$ cat config.mk
export PLATFORM = sky130hd
export DESIGN_NAME = sbcs_spi_control_status
export DESIGN_NICKNAME = d
export VERILOG_FILES = /design/src/shared/sbcs_pkg.sv /design/src/logic/sbcs_shifter.sv /design/src/logic/sbcs_spi_control_status.sv /design/src/logic/sbcs_sync.sv
export SDC_FILE = /design/constraint.sdc
export NUM_CORES = 1
export LEC_CHECK = 0
export BUFFER_PORTS_ARGS = -buffer_cell sky130_fd_sc_hd__buf_4
export CAP_MARGIN = 20
export CORE_MARGIN = 4
export CORE_UTILIZATION = 40
export CTS_CLUSTER_DIAMETER = 30
export DETAILED_ROUTE_END_ITERATION = 16
export GPL_ROUTABILITY_DRIVEN = 0
export PLACE_DENSITY = 0.67
export SLEW_MARGIN = 10
export SYNTH_ARGS = -nofsm -noshare
export SYNTH_HDL_FRONTEND = slang
export SYNTH_SLANG_ARGS = --single-unit
export TNS_END_PERCENT = 20
$ cat constraint.sdc
create_clock -name mclk -period 2 [get_ports mclk]
set_input_delay 0.6 -clock mclk [delete_from_list [all_inputs] [get_ports mclk]]
set_output_delay 0.6 -clock mclk [all_outputs]
set_load 0.01 [all_outputs]
$ cat src/shared/sbcs_pkg.sv
package sbcs_pkg;

  // =====================================================
  // frame layout
  localparam int unsigned BYTE_W = 8;
  localparam int unsigned CNT_W  = 4;

  // =====================================================
  // control byte field positions
  localparam int unsigned CTL_SLEW_HI = 7;
  localparam int unsigned CTL_SLEW_LO = 6;
  localparam int unsigned CTL_PULLUP  = 5;
  localparam int unsigned CTL_SW3     = 4;
  localparam int unsigned CTL_SW2     = 3;
  localparam int unsigned CTL_SW1     = 2;
  localparam int unsigned CTL_MODE_HI = 1;
  localparam int unsigned CTL_MODE_LO = 0;

  // =====================================================
  // status byte field positions
  localparam int unsigned STA_INTERRUPT_SOURCE_FLAG  = 7;
  localparam int unsigned STA_BUS     = 6;
  localparam int unsigned STA_OV      = 5;
  localparam int unsigned STA_UV      = 4;
  localparam int unsigned STA_HEAT    = 3;
  localparam int unsigned STA_THERM   = 2;
  localparam int unsigned STA_WAKE2   = 1;
  localparam int unsigned STA_WAKE1   = 0;

  // =====================================================
  // reset values and low-power command match
  localparam logic [1:0] SLEW_RST   = 2'h0;
  localparam logic       PULLUP_RST = 1'b0;
  localparam logic [2:0] SW_RST     = 3'h0;
  localparam logic [1:0] MODE_RST   = 2'h3;
  localparam logic [7:0] LOWPWR_MASK = 8'hDC;
  localparam logic [7:0] LOWPWR_VAL  = 8'hC0;

  // =====================================================
  // timing
  localparam int unsigned CLK_MHZ     = 50;
  localparam int unsigned CS_GAP_US   = 15;
  localparam int unsigned CS_GAP_CYC  = CS_GAP_US * CLK_MHZ;

  // =====================================================
  // encodings
  typedef enum logic [1:0] {
    SBCS_SLEW_NORMAL = 2'b00,
    SBCS_SLEW_SLOW   = 2'b01,
    SBCS_SLEW_FAST   = 2'b10,
    SBCS_SLEW_LOWPWR = 2'b11
  } sbcs_slew_t;

  typedef enum logic [1:0] {
    SBCS_MODE_SLEEP  = 2'b00,
    SBCS_MODE_STOP   = 2'b01,
    SBCS_MODE_NORMWD = 2'b10,
    SBCS_MODE_NORMAL = 2'b11
  } sbcs_mode_t;

  typedef struct packed {
    logic       bus_wakeup_flag;
    logic       bus_fault_flag;
    logic       supply_overvoltage;
    logic       supply_undervoltage_flag;
    logic       battery_fail_flag;
    logic       regulator_heat_prewarning;
    logic       switch_over_temp;
    logic       wake_input_two;
    logic       wake_input_one;
  } sbcs_flags_t;

  typedef struct packed {
    logic       sclk;
    logic       cs_n;
    logic       mosi;
  } sbcs_spi_in_t;

endpackage

$ cat src/logic/sbcs_shifter.sv
`timescale 1ns/100ps
module sbcs_shifter (
  input  wire logic                           mclk,
  input  wire logic                           nrst,
  input  wire logic                           ce,
  input  wire logic                           cs_fall,
  input  wire logic                           sclk_rise,
  input  wire logic                           sclk_fall,
  input  wire logic                           mosi,
  input  wire logic [sbcs_pkg::BYTE_W-1:0]    tx_byte,
  output logic      [sbcs_pkg::BYTE_W-1:0]    rx_byte,
  output logic      [sbcs_pkg::CNT_W-1:0]     bit_cnt,
  output logic                                miso_bit
);
  logic [sbcs_pkg::BYTE_W-1:0] tx_r;

  // =====================================================
  // msb first shift: sample on rising, drive on falling
  always_ff @(posedge mclk) begin
    if (!nrst) begin
      rx_byte  <= '0;
      tx_r     <= '0;
      bit_cnt  <= '0;
      miso_bit <= 1'b0;
    end else if (ce) begin
      if (cs_fall) begin
        tx_r     <= {tx_byte[sbcs_pkg::BYTE_W-2:0], 1'b0};
        miso_bit <= tx_byte[sbcs_pkg::BYTE_W-1];
        bit_cnt  <= '0;
      end else begin
        if (sclk_rise) begin
          rx_byte <= {rx_byte[sbcs_pkg::BYTE_W-2:0], mosi};
          // saturate so long frames never alias to eight
          if (bit_cnt != 4'hF)
            bit_cnt <= bit_cnt + 4'h1;
        end
        if (sclk_fall) begin
          miso_bit <= tx_r[sbcs_pkg::BYTE_W-1];
          tx_r     <= {tx_r[sbcs_pkg::BYTE_W-2:0], 1'b0};
        end
      end
    end
  end
endmodule // sbcs_shifter

$ cat src/logic/sbcs_spi_control_status.sv
`timescale 1ns/100ps
module sbcs_spi_control_status (
  input  wire logic                   mclk,
  input  wire logic                   nrst,
  input  wire logic                   ce,
  input  wire logic                   por_n,
  input  wire sbcs_pkg::sbcs_spi_in_t spi_in,
  input  wire logic                   pwm_in,
  input  wire sbcs_pkg::sbcs_flags_t  flags_in,
  output logic                        miso,
  output logic [1:0]                  slew_select,
  output logic                        bus_pullup_on,
  output logic [2:0]                  switch_on,
  output logic                        sleep_mode,
  output logic                        stop_mode,
  output logic                        watchdog_clear,
  output logic                        wakeup_event,
  output logic                        interrupt_req
);
  // =====================================================
  // pin synchronisation
  logic [2:0] spi_s;
  logic       pwm_s;
  logic       sclk_d_r;
  logic       cs_d_r;
  logic [8:0] flags_s;

  sbcs_sync #(.W(3)) u_spi_sync (
    .mclk (mclk),
    .nrst (nrst),
    .ce   (ce),
    // select carried active high so the cleared pipe reads as deselected
    .d    ({spi_in.sclk, ~spi_in.cs_n, spi_in.mosi}),
    .q    (spi_s)
  );

  sbcs_sync #(.W(10)) u_flag_sync (
    .mclk (mclk),
    .nrst (nrst),
    .ce   (ce),
    .d    ({pwm_in, flags_in}),
    .q    ({pwm_s, flags_s})
  );

  wire       sclk_s    = spi_s[2];
  wire       cs_s      = ~spi_s[1];
  wire       mosi_s    = spi_s[0];
  wire       cs_fall   = cs_d_r & ~cs_s;
  wire       cs_rise   = ~cs_d_r & cs_s;
  wire       sclk_rise = ~sclk_d_r & sclk_s & ~cs_s;
  wire       sclk_fall = sclk_d_r & ~sclk_s & ~cs_s;
  wire sbcs_pkg::sbcs_flags_t fl = flags_s;

  always_ff @(posedge mclk) begin
    if (!nrst) begin
      sclk_d_r <= 1'b0;
      cs_d_r   <= 1'b1;
    end else if (ce) begin
      sclk_d_r <= sclk_s;
      cs_d_r   <= cs_s;
    end
  end

  // =====================================================
  // control register
  logic [1:0] slew_r;
  logic       pullup_r;
  logic [2:0] sw_r;
  logic [1:0] mode_r;
  logic       lp_armed_r;
  logic       sleep_r;
  logic       stop_r;
  logic       wdc_r;

  logic [7:0] rx_byte;
  logic [3:0] bit_cnt;
  wire       frame_ok  = cs_rise & (bit_cnt == 4'h8);
  wire [1:0] wr_slew   = rx_byte[sbcs_pkg::CTL_SLEW_HI:sbcs_pkg::CTL_SLEW_LO];
  wire       wr_pull   = rx_byte[sbcs_pkg::CTL_PULLUP];
  wire [2:0] wr_sw     = rx_byte[sbcs_pkg::CTL_SW3:sbcs_pkg::CTL_SW1];
  wire [1:0] wr_mode   = rx_byte[sbcs_pkg::CTL_MODE_HI:sbcs_pkg::CTL_MODE_LO];
  wire       wr_lp_req = (wr_slew == sbcs_pkg::SBCS_SLEW_LOWPWR);
  wire       wr_lp_cmd = ((rx_byte & sbcs_pkg::LOWPWR_MASK) == sbcs_pkg::LOWPWR_VAL)
                         && !wr_mode[1];
  wire       low_power = sleep_r | stop_r;
  wire       therm_trip = fl.switch_over_temp & ~low_power;
  wire       heat_warn  = fl.regulator_heat_prewarning & ~low_power;

  // power-on resets every control register; device reset spares the pullup bit
  always_ff @(posedge mclk) begin
    if (!por_n) begin
      pullup_r <= sbcs_pkg::PULLUP_RST;
    end else if (ce && frame_ok) begin
      pullup_r <= wr_pull;
    end
  end

  always_ff @(posedge mclk) begin
    if (!nrst || !por_n) begin
      slew_r     <= sbcs_pkg::SLEW_RST;
      sw_r       <= sbcs_pkg::SW_RST;
      mode_r     <= sbcs_pkg::MODE_RST;
      lp_armed_r <= 1'b0;
      sleep_r    <= 1'b0;
      stop_r     <= 1'b0;
      wdc_r      <= 1'b0;
    end else if (ce) begin
      wdc_r <= 1'b0;
      if (therm_trip)
        sw_r <= '0;
      if (cs_rise && low_power) begin
        sleep_r <= 1'b0;
        stop_r  <= 1'b0;
      end
      if (frame_ok) begin
        if (!wr_lp_req)
          slew_r <= wr_slew;
        if (!therm_trip)
          sw_r <= wr_sw;
        lp_armed_r <= wr_lp_cmd;
        if (wr_lp_cmd && lp_armed_r) begin
          sleep_r <= (wr_mode == sbcs_pkg::SBCS_MODE_SLEEP);
          stop_r  <= (wr_mode == sbcs_pkg::SBCS_MODE_STOP);
        end
        if (wr_mode == sbcs_pkg::SBCS_MODE_NORMWD) begin
          mode_r <= sbcs_pkg::SBCS_MODE_NORMAL;
          wdc_r  <= 1'b1;
        end else begin
          mode_r <= wr_mode;
        end
      end
    end
  end

  // =====================================================
  // event capture and status byte
  logic       irq_r;
  logic       bus_ev_r;
  logic [1:0] wake_src_r;
  logic [1:0] wake_d_r;
  logic       bat_first_r;
  logic       heat_d_r;
  logic       therm_d_r;

  wire [1:0] wake_lvl  = {fl.wake_input_two, fl.wake_input_one};
  wire [1:0] wake_chg  = (wake_lvl ^ wake_d_r) & {2{low_power}};
  wire       bus_ev    = fl.bus_wakeup_flag | fl.bus_fault_flag;
  wire       new_irq   = |wake_chg | (bus_ev & ~bus_ev_r) | (heat_warn & ~heat_d_r)
                         | (therm_trip & ~therm_d_r) | (cs_rise & low_power);
  wire       uv_bit    = bat_first_r ? fl.battery_fail_flag
                                     : fl.supply_undervoltage_flag;
  wire [7:0] status_nxt = {irq_r,
                           bus_ev | bus_ev_r,
                           fl.supply_overvoltage,
                           uv_bit,
                           heat_warn,
                           therm_trip,
                           wake_lvl | wake_src_r};

  // shifter loads the live view at the select fall, so the byte is not a frame stale
  sbcs_shifter u_shift (
    .mclk      (mclk),
    .nrst      (nrst),
    .ce        (ce),
    .cs_fall   (cs_fall),
    .sclk_rise (sclk_rise),
    .sclk_fall (sclk_fall),
    .mosi      (mosi_s),
    .tx_byte   (status_nxt),
    .rx_byte   (rx_byte),
    .bit_cnt   (bit_cnt),
    .miso_bit  (miso)
  );

  always_ff @(posedge mclk) begin
    if (!nrst || !por_n) begin
      irq_r       <= 1'b0;
      bus_ev_r    <= 1'b0;
      wake_src_r  <= 2'h0;
      wake_d_r    <= 2'h0;
      bat_first_r <= 1'b1;
      heat_d_r    <= 1'b0;
      therm_d_r   <= 1'b0;
    end else if (ce) begin
      wake_d_r  <= wake_lvl;
      heat_d_r  <= heat_warn;
      therm_d_r <= therm_trip;
      if (cs_fall) begin
        // latch then clear; a same-cycle event survives
        bat_first_r <= 1'b0;
        irq_r       <= new_irq;
        bus_ev_r    <= bus_ev;
        wake_src_r  <= wake_chg;
      end else begin
        irq_r      <= irq_r | new_irq;
        bus_ev_r   <= bus_ev_r | bus_ev;
        wake_src_r <= wake_src_r | wake_chg;
      end
    end
  end

  // =====================================================
  // outputs
  assign slew_select    = slew_r;
  assign bus_pullup_on  = low_power & ~pullup_r;
  assign switch_on      = (low_power | therm_trip) ? 3'h0
                          : {sw_r[2], sw_r[1:0] & {2{pwm_s}}};
  assign sleep_mode     = sleep_r;
  assign stop_mode      = stop_r;
  assign watchdog_clear = wdc_r;
  assign wakeup_event   = new_irq & low_power;
  assign interrupt_req  = irq_r;

endmodule // sbcs_spi_control_status

$ cat src/logic/sbcs_sync.sv
`timescale 1ns/100ps
module sbcs_sync #(
  parameter int unsigned W = 3
) (
  input  wire logic         mclk,
  input  wire logic         nrst,
  input  wire logic         ce,
  input  wire logic [W-1:0] d,
  output logic      [W-1:0] q
);
  logic [W-1:0] meta_r;

  // =====================================================
  // two-stage synchroniser, first stage feeds only the second
  always_ff @(posedge mclk) begin
    if (!nrst) begin
      // zero is the idle level of every pin fed in, so no false edge after reset
      meta_r <= '0;
      q      <= '0;
    end else if (ce) begin
      meta_r <= d;
      q      <= meta_r;
    end
  end
endmodule // sbcs_sync

==> results of run 1 <==
layer usage:
metal | GRT usage | vias to the layer above | wire length [um]
li1 | - | 1135 | -
met1 | 0.1905 | 1013 | 2781
met2 | 0.2135 | 32 | 2555
met3 | 0.02953 | 12 | 201
met4 | 0.08168 | 0 | 143
met5 | 0 | - | 0
flip-flops by register name, indices dropped and copies added, names as in the netlist, 2 cells and up:
name                cells
wake_d_r                2
u_spi_sync.q            3
u_shift.tx_r            7
u_shift.bit_cnt         4
wake_src_r              2
u_shift.rx_byte         8
slew_select             2
u_spi_sync.meta_r       3
u_flag_sync.meta_r     10
u_flag_sync.q          10
sw_r                    3
synthesized netlist by cell type, types with 2 or more instances:
cell type,instances,area [um^2]
mux2i_1,38,380.4
ha_1,2,25.02
or4b_1,3,30.03
buf_6,2,22.52
buf_1,2,7.510
xor2_1,2,17.52
nor2_1,56,210.2
nand2_1,28,105.1
and2_1,3,18.77
clkbuf_2,2,10.01
nand3_1,9,45.04
buf_4,2,15.01
dfxtp_1,67,1341
a31oi_1,4,25.02
nand2b_1,6,37.54
o221a_2,2,22.52
o21ai_1,2,10.01
o211ai_1,3,22.52
inv_1,7,26.28
buf_2,3,15.01
a32oi_1,3,26.28
a311oi_1,4,35.03
a21oi_1,16,80.08
nand4_1,3,18.77
o21ai_0,6,30.03
clkbuf_1,5,18.77
and3_1,4,25.02
kinds of logic after synthesis:
logic type	Yosys count
buffers and inverters	24
AO/OA/AOI/OAI	50
multiplexers	38
adder cells (fa/ha/maj)	2
XOR/XNOR	2
flip-flops	67
AND/OR/NAND/NOR	122
worst max path at each step:
stage                   start      endpoint  slack (ns)  cells after the start
detailed placement  therm_d_r  wakeup_event        0.09                      4
global route        therm_d_r  wakeup_event       -0.26                      4
CTS                 therm_d_r  wakeup_event       -0.24                      4
global placement    therm_d_r  wakeup_event        0.09                      4
finish              therm_d_r  wakeup_event       -0.19                      4
floorplan           stop_mode  wakeup_event        0.19                      3
power groups by stage:
stage                     logic (mW)  clock network, mW  registers (mW)
after floorplan                0.120                  0            1.41
after global placement         0.168                  0            1.41
after detailed placement       0.170                  0            1.41
after CTS                      0.175               1.25            1.38
after global routing           0.194               1.31            1.39
final                          0.174               1.21            1.38
what timing repair did:
action | in CTS | in global routing
pin swaps | 1 | 1
resized for setup | 4 | 1
buffers inserted | 1 | 0
hold endpoints to repair | 0 | 0
setup endpoints to repair | 4 | 5
area by class of cell:
| cell class | instances | area, um^2 | area share |
|---|---|---|---|
| clock inverter | 5 | 77.57 | 0.02294 |
| inverter | 8 | 30.03 | 0.008879 |
| tap | 96 | 120.1 | 0.03552 |
| sequential | 67 | 1341 | 0.3966 |
| clock buffer | 10 | 137.6 | 0.04070 |
| multi-input combinational | 214 | 1383 | 0.4088 |
| timing repair buffer | 39 | 292.8 | 0.08657 |
per-stage QoR:
step	hold WS [ns]	std cells	setup WS [ns]
floorplan	0.4312	305	0.1876
global placement	0.4443	423	0.09352
detailed placement	0.4497	423	0.08821
CTS	0.4215	439	-0.2433
global route	0.4386	439	-0.2643
finish	0.4348	439	-0.1934
==> results.toml, run 1 <==
[yosys]
synth_flop_cell = "dfxtp_1"
synth-simple-area-share = 0.2129
ys_types = 48
ys_warn_count = 0
synth_fa_ha_area_frac = 0.008853
synth_edf_count = 0
synth_xor_area_frac = 0.006197
synth_area_per_cell_um2 = 9.267
synth_compound_area_frac = 0.1208
netlist_instances = 305
synth_top_family_by_area = "simple AND/OR/NAND/NOR gates"
syn_nets = 324
netlist_area_mm2 = 0.002826
ys_seq_area_frac = 0.4745
synth-seq-cells = 67
muxShareOfSynthArea = 0.1346
synthArstFlopShare = 0

[setup_path]
cp_data_required_time_ns = 1.40
cp_slowest_cell = "or4b_1"
path_delay_family = "simple AND/OR/NAND/NOR gates"
critPathCaptureType = "output port"
max_stage_delay_ns = 0.51
path_max_fanout = 2
reg2regPathDepth = 4
reg2reg_from = "u_spi_sync.q[1]"
critPathBufInv = 1
r2r_slack_ns = 0.51
r2r-end = "slew_select[0]"
critPathArrivalTime_ns = 1.59
crit_chain = "or4b_1 -> o311a_1 -> a21oi_2 -> buf_4"
worstSetupPathType = "reg2out"
start_kind = "flip-flop"

[clock_network]
cts-buffers-inserted = 9
clock-sinks = 67
htreeDepth = 3
cts_hold_buffers = 0
cts_buffer_depth = 2
clock_latency_ns = 0.34
cts_tree = "built"
clk_pin_slew_ns = 0.07
root_buffer = "clkbuf_8"

[sta]
fmax_mhz = 455.9
tightestPinTransition_ns = 0.4721
hold_violations = 0
min_period_ns = 2.193
slew_headroom = 0.6853
rsz0062_at_grt = "yes"
setup_viol = 4
postLayoutSetupSlackWorst_ns = -0.1934
skew_ns = 0.004941
fin_crit_sh = 1.097
slew_viol_final = 0
finalSetupTns_ns = -0.3016

[pwr]
power.density_mw_per_mm2 = 819.1
power.total_mw = 2.770
max-vdd-ir-drop_v = 0.0005002
pwr-share-clk = 0.438
p_sw_frac = 0.2175
leakagePower_nw = 1.365
p_sw_mw = 0.6026
p_int_mw = 2.168
combPwrFrac = 0.063
seqPwrFrac = 0.499

[route]
drt_wl_total_mm = 5.681
ant_nets = 0
drt_iter0_markers = 111
avgViaCountPerCell = 4.993
remaining_drc_errors = 0
avgRoutedWirePerCell_um = 12.94
firstDrtPassIters = 4
num_vias = 2192

[die]
start_util = 0.4137
std_cell_rows = 30
die_h_um = 92.06
die-area_mm2 = 0.008475
core_mm2 = 0.006832
die_w_um = 92.06
io_pins = 29

[place]
port_buffers = 28
place_area_mm2 = 0.003143
place_hpwl_mm = 3.989

[job]
cap_violations = 0

[cells_and_area]
final_common_cell = "dfxtp_1"
fin_area_mm2 = 0.003382
antennaDiodeCount = 0
drive_gt1_frac = 0.2012
area_growth_pct = 19.65
layout_common_cells = "dfxtp_1 (67), nor2_1 (54), buf_4 (39), mux2i_1 (38), nand2_1 (28)"
fin_util = 0.4951
fin_nets = 358
fillers = 672

[run_status]
violations = "setup timing"
status = "finished, violations left"

[global_route]
grt_max_degree = 34
antenna_found_initial = 0
grt_pass1_wl_mm = 9.653
overflow = 0
grt_pass1_vias = 2019
grt_usage = 0.1429

[hold_path]
min_delay_path_depth = 2
worstHoldEndpoint = "u_spi_sync.meta_r[1]"
min-delay-start = "spi_in[1]"
hold_path_class = "in2reg"
Note: power is estimated with default switching activity, not from simulation.
==> inputs of run 2 (changes only) <==
--- a/config.mk
+++ b/config.mk
@@ -5,14 +5,17 @@
 export SDC_FILE = /design/constraint.sdc
 export NUM_CORES = 1
 export LEC_CHECK = 0
+export ABC_AREA = 1
 export BUFFER_PORTS_ARGS = -buffer_cell sky130_fd_sc_hd__buf_4
 export CAP_MARGIN = 20
 export CORE_MARGIN = 4
 export CORE_UTILIZATION = 40
+export CTS_BUF_LIST = sky130_fd_sc_hd__clkbuf_8
 export CTS_CLUSTER_DIAMETER = 30
 export DETAILED_ROUTE_END_ITERATION = 16
 export GPL_ROUTABILITY_DRIVEN = 0
 export PLACE_DENSITY = 0.67
+export SKIP_CTS_REPAIR_TIMING = 1
 export SLEW_MARGIN = 10
 export SYNTH_ARGS = -nofsm -noshare
 export SYNTH_HDL_FRONTEND = slang
==> run 2 against run 1 <==
Compared with the run above:
- the run now ends clean
- sequential power hardly changed
- die area is 2.3% lower
- core utilization is 1.2 points higher
- synthesized cell count is 22% higher
- combinational power is 22% higher
- setup slack better by 0.22 ns
- cell count is 11% higher
- clock skew is 0.0056 ns higher
- critical path type unchanged
- largest cell class is now flip-flops and latches
- highest routed layer unchanged
==> results.toml, run 2 <==
[run_status]
status = "completed"

[die]
core_mm2 = 0.006531
die-area_mm2 = 0.008276
std_cell_rows = 29
die_w_um = 90.98
die_h_um = 90.98
start_util = 0.4216
io_pins = 29

[yosys]
synth.most_common_cell = "nor2_1"
ys_types = 28
synth.top_cell.area_share = 0.4871
netlist_instances = 371
netlist_area_mm2 = 0.002754
ys_seq_area_frac = 0.4871
ys_warn_count = 0
syn_nets = 390
synth_flop_cell = "dfxtp_1"
synth_area_per_cell_um2 = 7.423
synth-seq-cells = 67
synthArstFlopShare = 0
synth_edf_count = 0
yosys.area.top_type = "dfxtp_1"
ys_top_cells_by_area = "dfxtp_1 (49%), nor2_1 (12%), o21ai_0 (8.0%)"
synth_commonest_cells = "nor2_1 (87), dfxtp_1 (67), nand2_1 (55), o21ai_0 (44), a21oi_1 (30)"

[route]
drt_iter0_markers = 152
drt_wl_total_mm = 6.109
firstDrtPassIters = 4
ant_nets = 0
remaining_drc_errors = 0
num_vias = 2392
avgViaCountPerCell = 4.902
avgRoutedWirePerCell_um = 12.52

[cells_and_area]
antennaDiodeCount = 0
final_common_cell = "nor2_1"
drive_gt1_frac = 0.2190
finalNonFillerCells = 488
area_growth_pct = 20.17
fin_area_mm2 = 0.003309
fin_nets = 426
reg_top3 = "u_flag_sync.meta_r x10, u_flag_sync.q x10, u_shift.rx_byte x8"
fin_util = 0.5067
layout_common_cells = "nor2_1 (82), dfxtp_1 (62), nand2_1 (52), o21ai_0 (43), buf_4 (38)"

[sta]
slew_headroom = 0.7619
rsz0062_at_grt = "yes"
min_period_ns = 1.975
postLayoutSetupSlackWorst_ns = 0.02533
setup_viol = 0
fmax_mhz = 506.4
fin_crit_sh = 0.9873
hold_violations = 0
tightestPinTransition_ns = 0.3563
slew_viol_final = 0
skew_ns = 0.01051
hold_slack_ns = 0.4350
finalSetupTns_ns = 0

[pwr]
power.density_mw_per_mm2 = 774.0
max-vdd-ir-drop_v = 0.0004493
power.total_mw = 2.561
leakagePower_nw = 1.351

[setup_path]
critPathArrivalTime_ns = 1.37
cp_data_required_time_ns = 1.40
path_max_fanout = 4
start_kind = "flip-flop"
worstSetupPathType = "reg2out"
critPathCaptureType = "output port"

[clock_network]
root_buffer = "clkbuf_8"
htreeDepth = 3
clock_latency_ns = 0.34
cts-buffers-inserted = 9
cts_buffer_depth = 2
cts_tree = "built"
clock-sinks = 67
clk_pin_slew_ns = 0.06

[global_route]
antenna_found_initial = 0
overflow = 0
grt_pass1_wl_mm = 10.07
grt_usage = 0.1515
grt_max_degree = 42
grt_pass1_vias = 2130

[place]
place_area_mm2 = 0.003052
port_buffers = 28
place_hpwl_mm = 4.128
pre_cts_ws_ns = 0.2492
dp.cells = 468

[hold_path]
hold_path_class = "in2reg"

[job]
cap_violations = 0
==> run 2: layout make-up <==
cell class / instances / area [um^2]
fillers: 643 / 3222
clock buffers: 10 / 137.6
clock inverters: 5 / 22.52
well taps: 77 / 96.34
flip-flops and latches: 67 / 1355
multi-input cells: 264 / 1286
repair buffers: 39 / 305.3
inverters: 26 / 106.4
==> run 2: worst max-delay path, cell delays in order, from the launching register on <==
cell and delay (ns):
dfxtp_4 0.38, inv_4 0.04, nand2_4 0.08, nand2_2 0.08, nor2_4 0.14, nor2_2 0.06
a21oi_2 0.13, buf_4 0.13
==> run 2: cell families (layout without fill, tap and decap cells) <==
kind of cell | Yosys count | in the layout | synth area share
buffers and inverters | 40 | 80 | 0.06179
DFF | 67 | 67 | 0.4871
AOI/OAI and AO/OA | 91 | 91 | 0.1745
adders and majority gates | 2 | 2 | 0.009085
and+or+nand+nor | 171 | 171 | 0.2676
==> run 2: per-layer routing <==
| metal | part of all wire | GRT usage | routed length [um] |
|---|---|---|---|
| met2 | 0.45 | 0.2244 | 2737 |
| met1 | 0.48 | 0.2066 | 2939 |
| met3 | 0.051 | 0.03388 | 313 |
| met4 | 0.019 | 0.07915 | 119 |
| met5 | 0 | 0 | 0 |
==> run 2: worst paths after layout <==
path	start	to	slack, ns	cells after the start
setup / recovery	stop_mode	wakeup_event	0.03	7
hold / removal	spi_in[1]	u_spi_sync.meta_r[1]	0.43	2
setup reg to reg	u_shift.bit_cnt[0]	sw_r[1]	0.64	8
hold reg to reg	bus_ev_r	bus_ev_r	0.47	2
==> run 2: power breakdown <==
part | internal (mW) | total [mW] | switching (mW)
Combinational | 0.0830 | 0.212 | 0.129
Clock | 0.461 | 0.935 | 0.474
Sequential | 1.38 | 1.41 | 0.0334
==> inputs of run 3 (changes only) <==
==> constraint.sdc (replaced) <==
create_clock -name mclk -period 2 [get_ports mclk]
set_input_delay 0.1 -clock mclk [delete_from_list [all_inputs] [get_ports mclk]]
set_output_delay 0.1 -clock mclk [all_outputs]
set_load 0.1 [all_outputs]
==> run 3 against run 2 <==
Compared with the run above:
- cell count rose by 0.82%
- clock skew fell by 0.0053 ns
- routed wire length rose by 0.90%
- highest routed layer unchanged
- critical path type unchanged
- the run now ends with hold timing left
- critical path depth fell by 1
==> results.toml, run 3 (synthesis results as in run 2) <==
[route]
avgRoutedWirePerCell_um = 12.53
ant_nets = 0
avgViaCountPerCell = 4.970
drt_wl_total_mm = 6.164
drt_iter0_markers = 140
firstDrtPassIters = 5
remaining_drc_errors = 0
num_vias = 2445

[setup_path]
cp_data_required_time_ns = 1.90
r2r_slack_ns = 0.66
startpoint = "stop_mode"
r2r-end = "slew_select[1]"
critPathCaptureType = "output port"
reg2regPathDepth = 8
reg2reg_from = "u_shift.bit_cnt[0]"
path_max_fanout = 6
worstSetupPathType = "reg2out"
critPathArrivalTime_ns = 1.70
endpoint = "wakeup_event"
start_kind = "flip-flop"

[sta]
fmax_mhz = 554.1
hold_violations = 3
min_period_ns = 1.805
tightestPinTransition_ns = 0.3786
hold_slack_ns = -0.02529
skew_ns = 0.005194
rsz0062_at_grt = "no"
postLayoutSetupSlackWorst_ns = 0.1953
slew_headroom = 0.7476
setup_viol = 0
finalSetupTns_ns = 0
fin_crit_sh = 0.9024
slew_viol_final = 0

[pwr]
combPwrFrac = 0.089
p_sw_mw = 0.6711
leakagePower_nw = 1.354
max-vdd-ir-drop_v = 0.0004506
pwr-share-clk = 0.375
p_sw_frac = 0.2539
p_int_mw = 1.973
power.density_mw_per_mm2 = 792.0
seqPwrFrac = 0.536

[die]
core_mm2 = 0.006531
std_cell_rows = 29
start_util = 0.4216
die_w_um = 90.98
die_h_um = 90.98
die-area_mm2 = 0.008276
io_pins = 29

[clock_network]
clock_latency_ns = 0.35
root_buffer = "clkbuf_8"
cts-buffers-inserted = 9
cts_tree = "built"
clock-sinks = 67
cts_buffer_depth = 2
htreeDepth = 3
clk_pin_slew_ns = 0.07

[global_route]
antenna_found_initial = 0
grt_pass1_vias = 2302
grt_usage = 0.1598
overflow = 0
grt_pass1_wl_mm = 10.61
grt_max_degree = 45

[place]
pre_cts_ws_ns = 0.5390
port_buffers = 28
dp.cells = 466
place_area_mm2 = 0.003065
place_hpwl_mm = 4.095

[cells_and_area]
reg_top3 = "u_flag_sync.meta_r x10, u_flag_sync.q x10, u_shift.rx_byte x8"
fin_nets = 429
antennaDiodeCount = 0
layout_common_cells = "nor2_1 (83), dfxtp_1 (67), nand2_1 (55), o21ai_0 (44), buf_4 (32)"
fin_area_mm2 = 0.003338
drive_gt1_frac = 0.1735
finalNonFillerCells = 492
area_growth_pct = 21.22
final_common_cell = "nor2_1"

[job]
cap_violations = 0

[hold_path]
hold_path_class = "in2reg"

[run_status]
violations = "hold timing"
status = "finished, violations left"
run 3: worst max-delay path, cell delays in order (launching register included):
cell and delay (ns):
dfxtp_1 0.33, nor2_1 0.32, nand3_1 0.11, nand2_1 0.08
nor2_1 0.07, a21oi_4 0.13, buf_4 0.30
run 3: through the flow:
| step | util | total power [mW] |
|---|---|---|
| global route | 0.5111 | 2.776 |
| global placement | 0.4693 | 1.663 |
| detailed placement | 0.4693 | 1.666 |
| floorplan | - | 1.598 |
| finish | 0.5111 | 2.644 |
| CTS | 0.4958 | 2.658 |
run 3: worst min-delay path by stage:
stage                      from                    end  slack [ns]  depth (start not counted)
finish              flags_in[3]  u_flag_sync.meta_r[3]       -0.03                          3
global route        flags_in[3]  u_flag_sync.meta_r[3]       0.003                          3
CTS                   spi_in[1]   u_spi_sync.meta_r[1]       -0.08                          2
detailed placement    spi_in[1]   u_spi_sync.meta_r[1]        0.29                          2
global placement      spi_in[1]   u_spi_sync.meta_r[1]        0.29                          2
floorplan             spi_in[1]   u_spi_sync.meta_r[1]        0.19                          1
run 3: area by class of cell:
| type | count | area (um^2) |
|---|---|---|
| clock buffers | 11 | 151.4 |
| clock inverters | 5 | 21.27 |
| repair buffers | 42 | 340.3 |
| multi-input cells | 264 | 1284 |
| inverters | 26 | 103.9 |
| fillers | 645 | 3193 |
| flip-flops and latches | 67 | 1341 |
| well taps | 77 | 96.34 |
run 3: power by group through the flow:
stage,Clock (mW),Combinational [mW],Sequential (mW)
2_1_floorplan,0,0.146,1.45
3_3_place_gp,0,0.217,1.45
3_5_place_dp,0,0.220,1.45
4_1_cts,1.02,0.222,1.42
5_1_grt,1.08,0.271,1.42
6_report,0.991,0.235,1.42
run 3: per-layer routing:
metal	up-vias	track usage	part of all wire
met3	11	0.03884	0.044
li1	1286	-	-
met2	51	0.2416	0.44
met1	1097	0.2072	0.49
met4	0	0.09422	0.025
met5	-	0	0
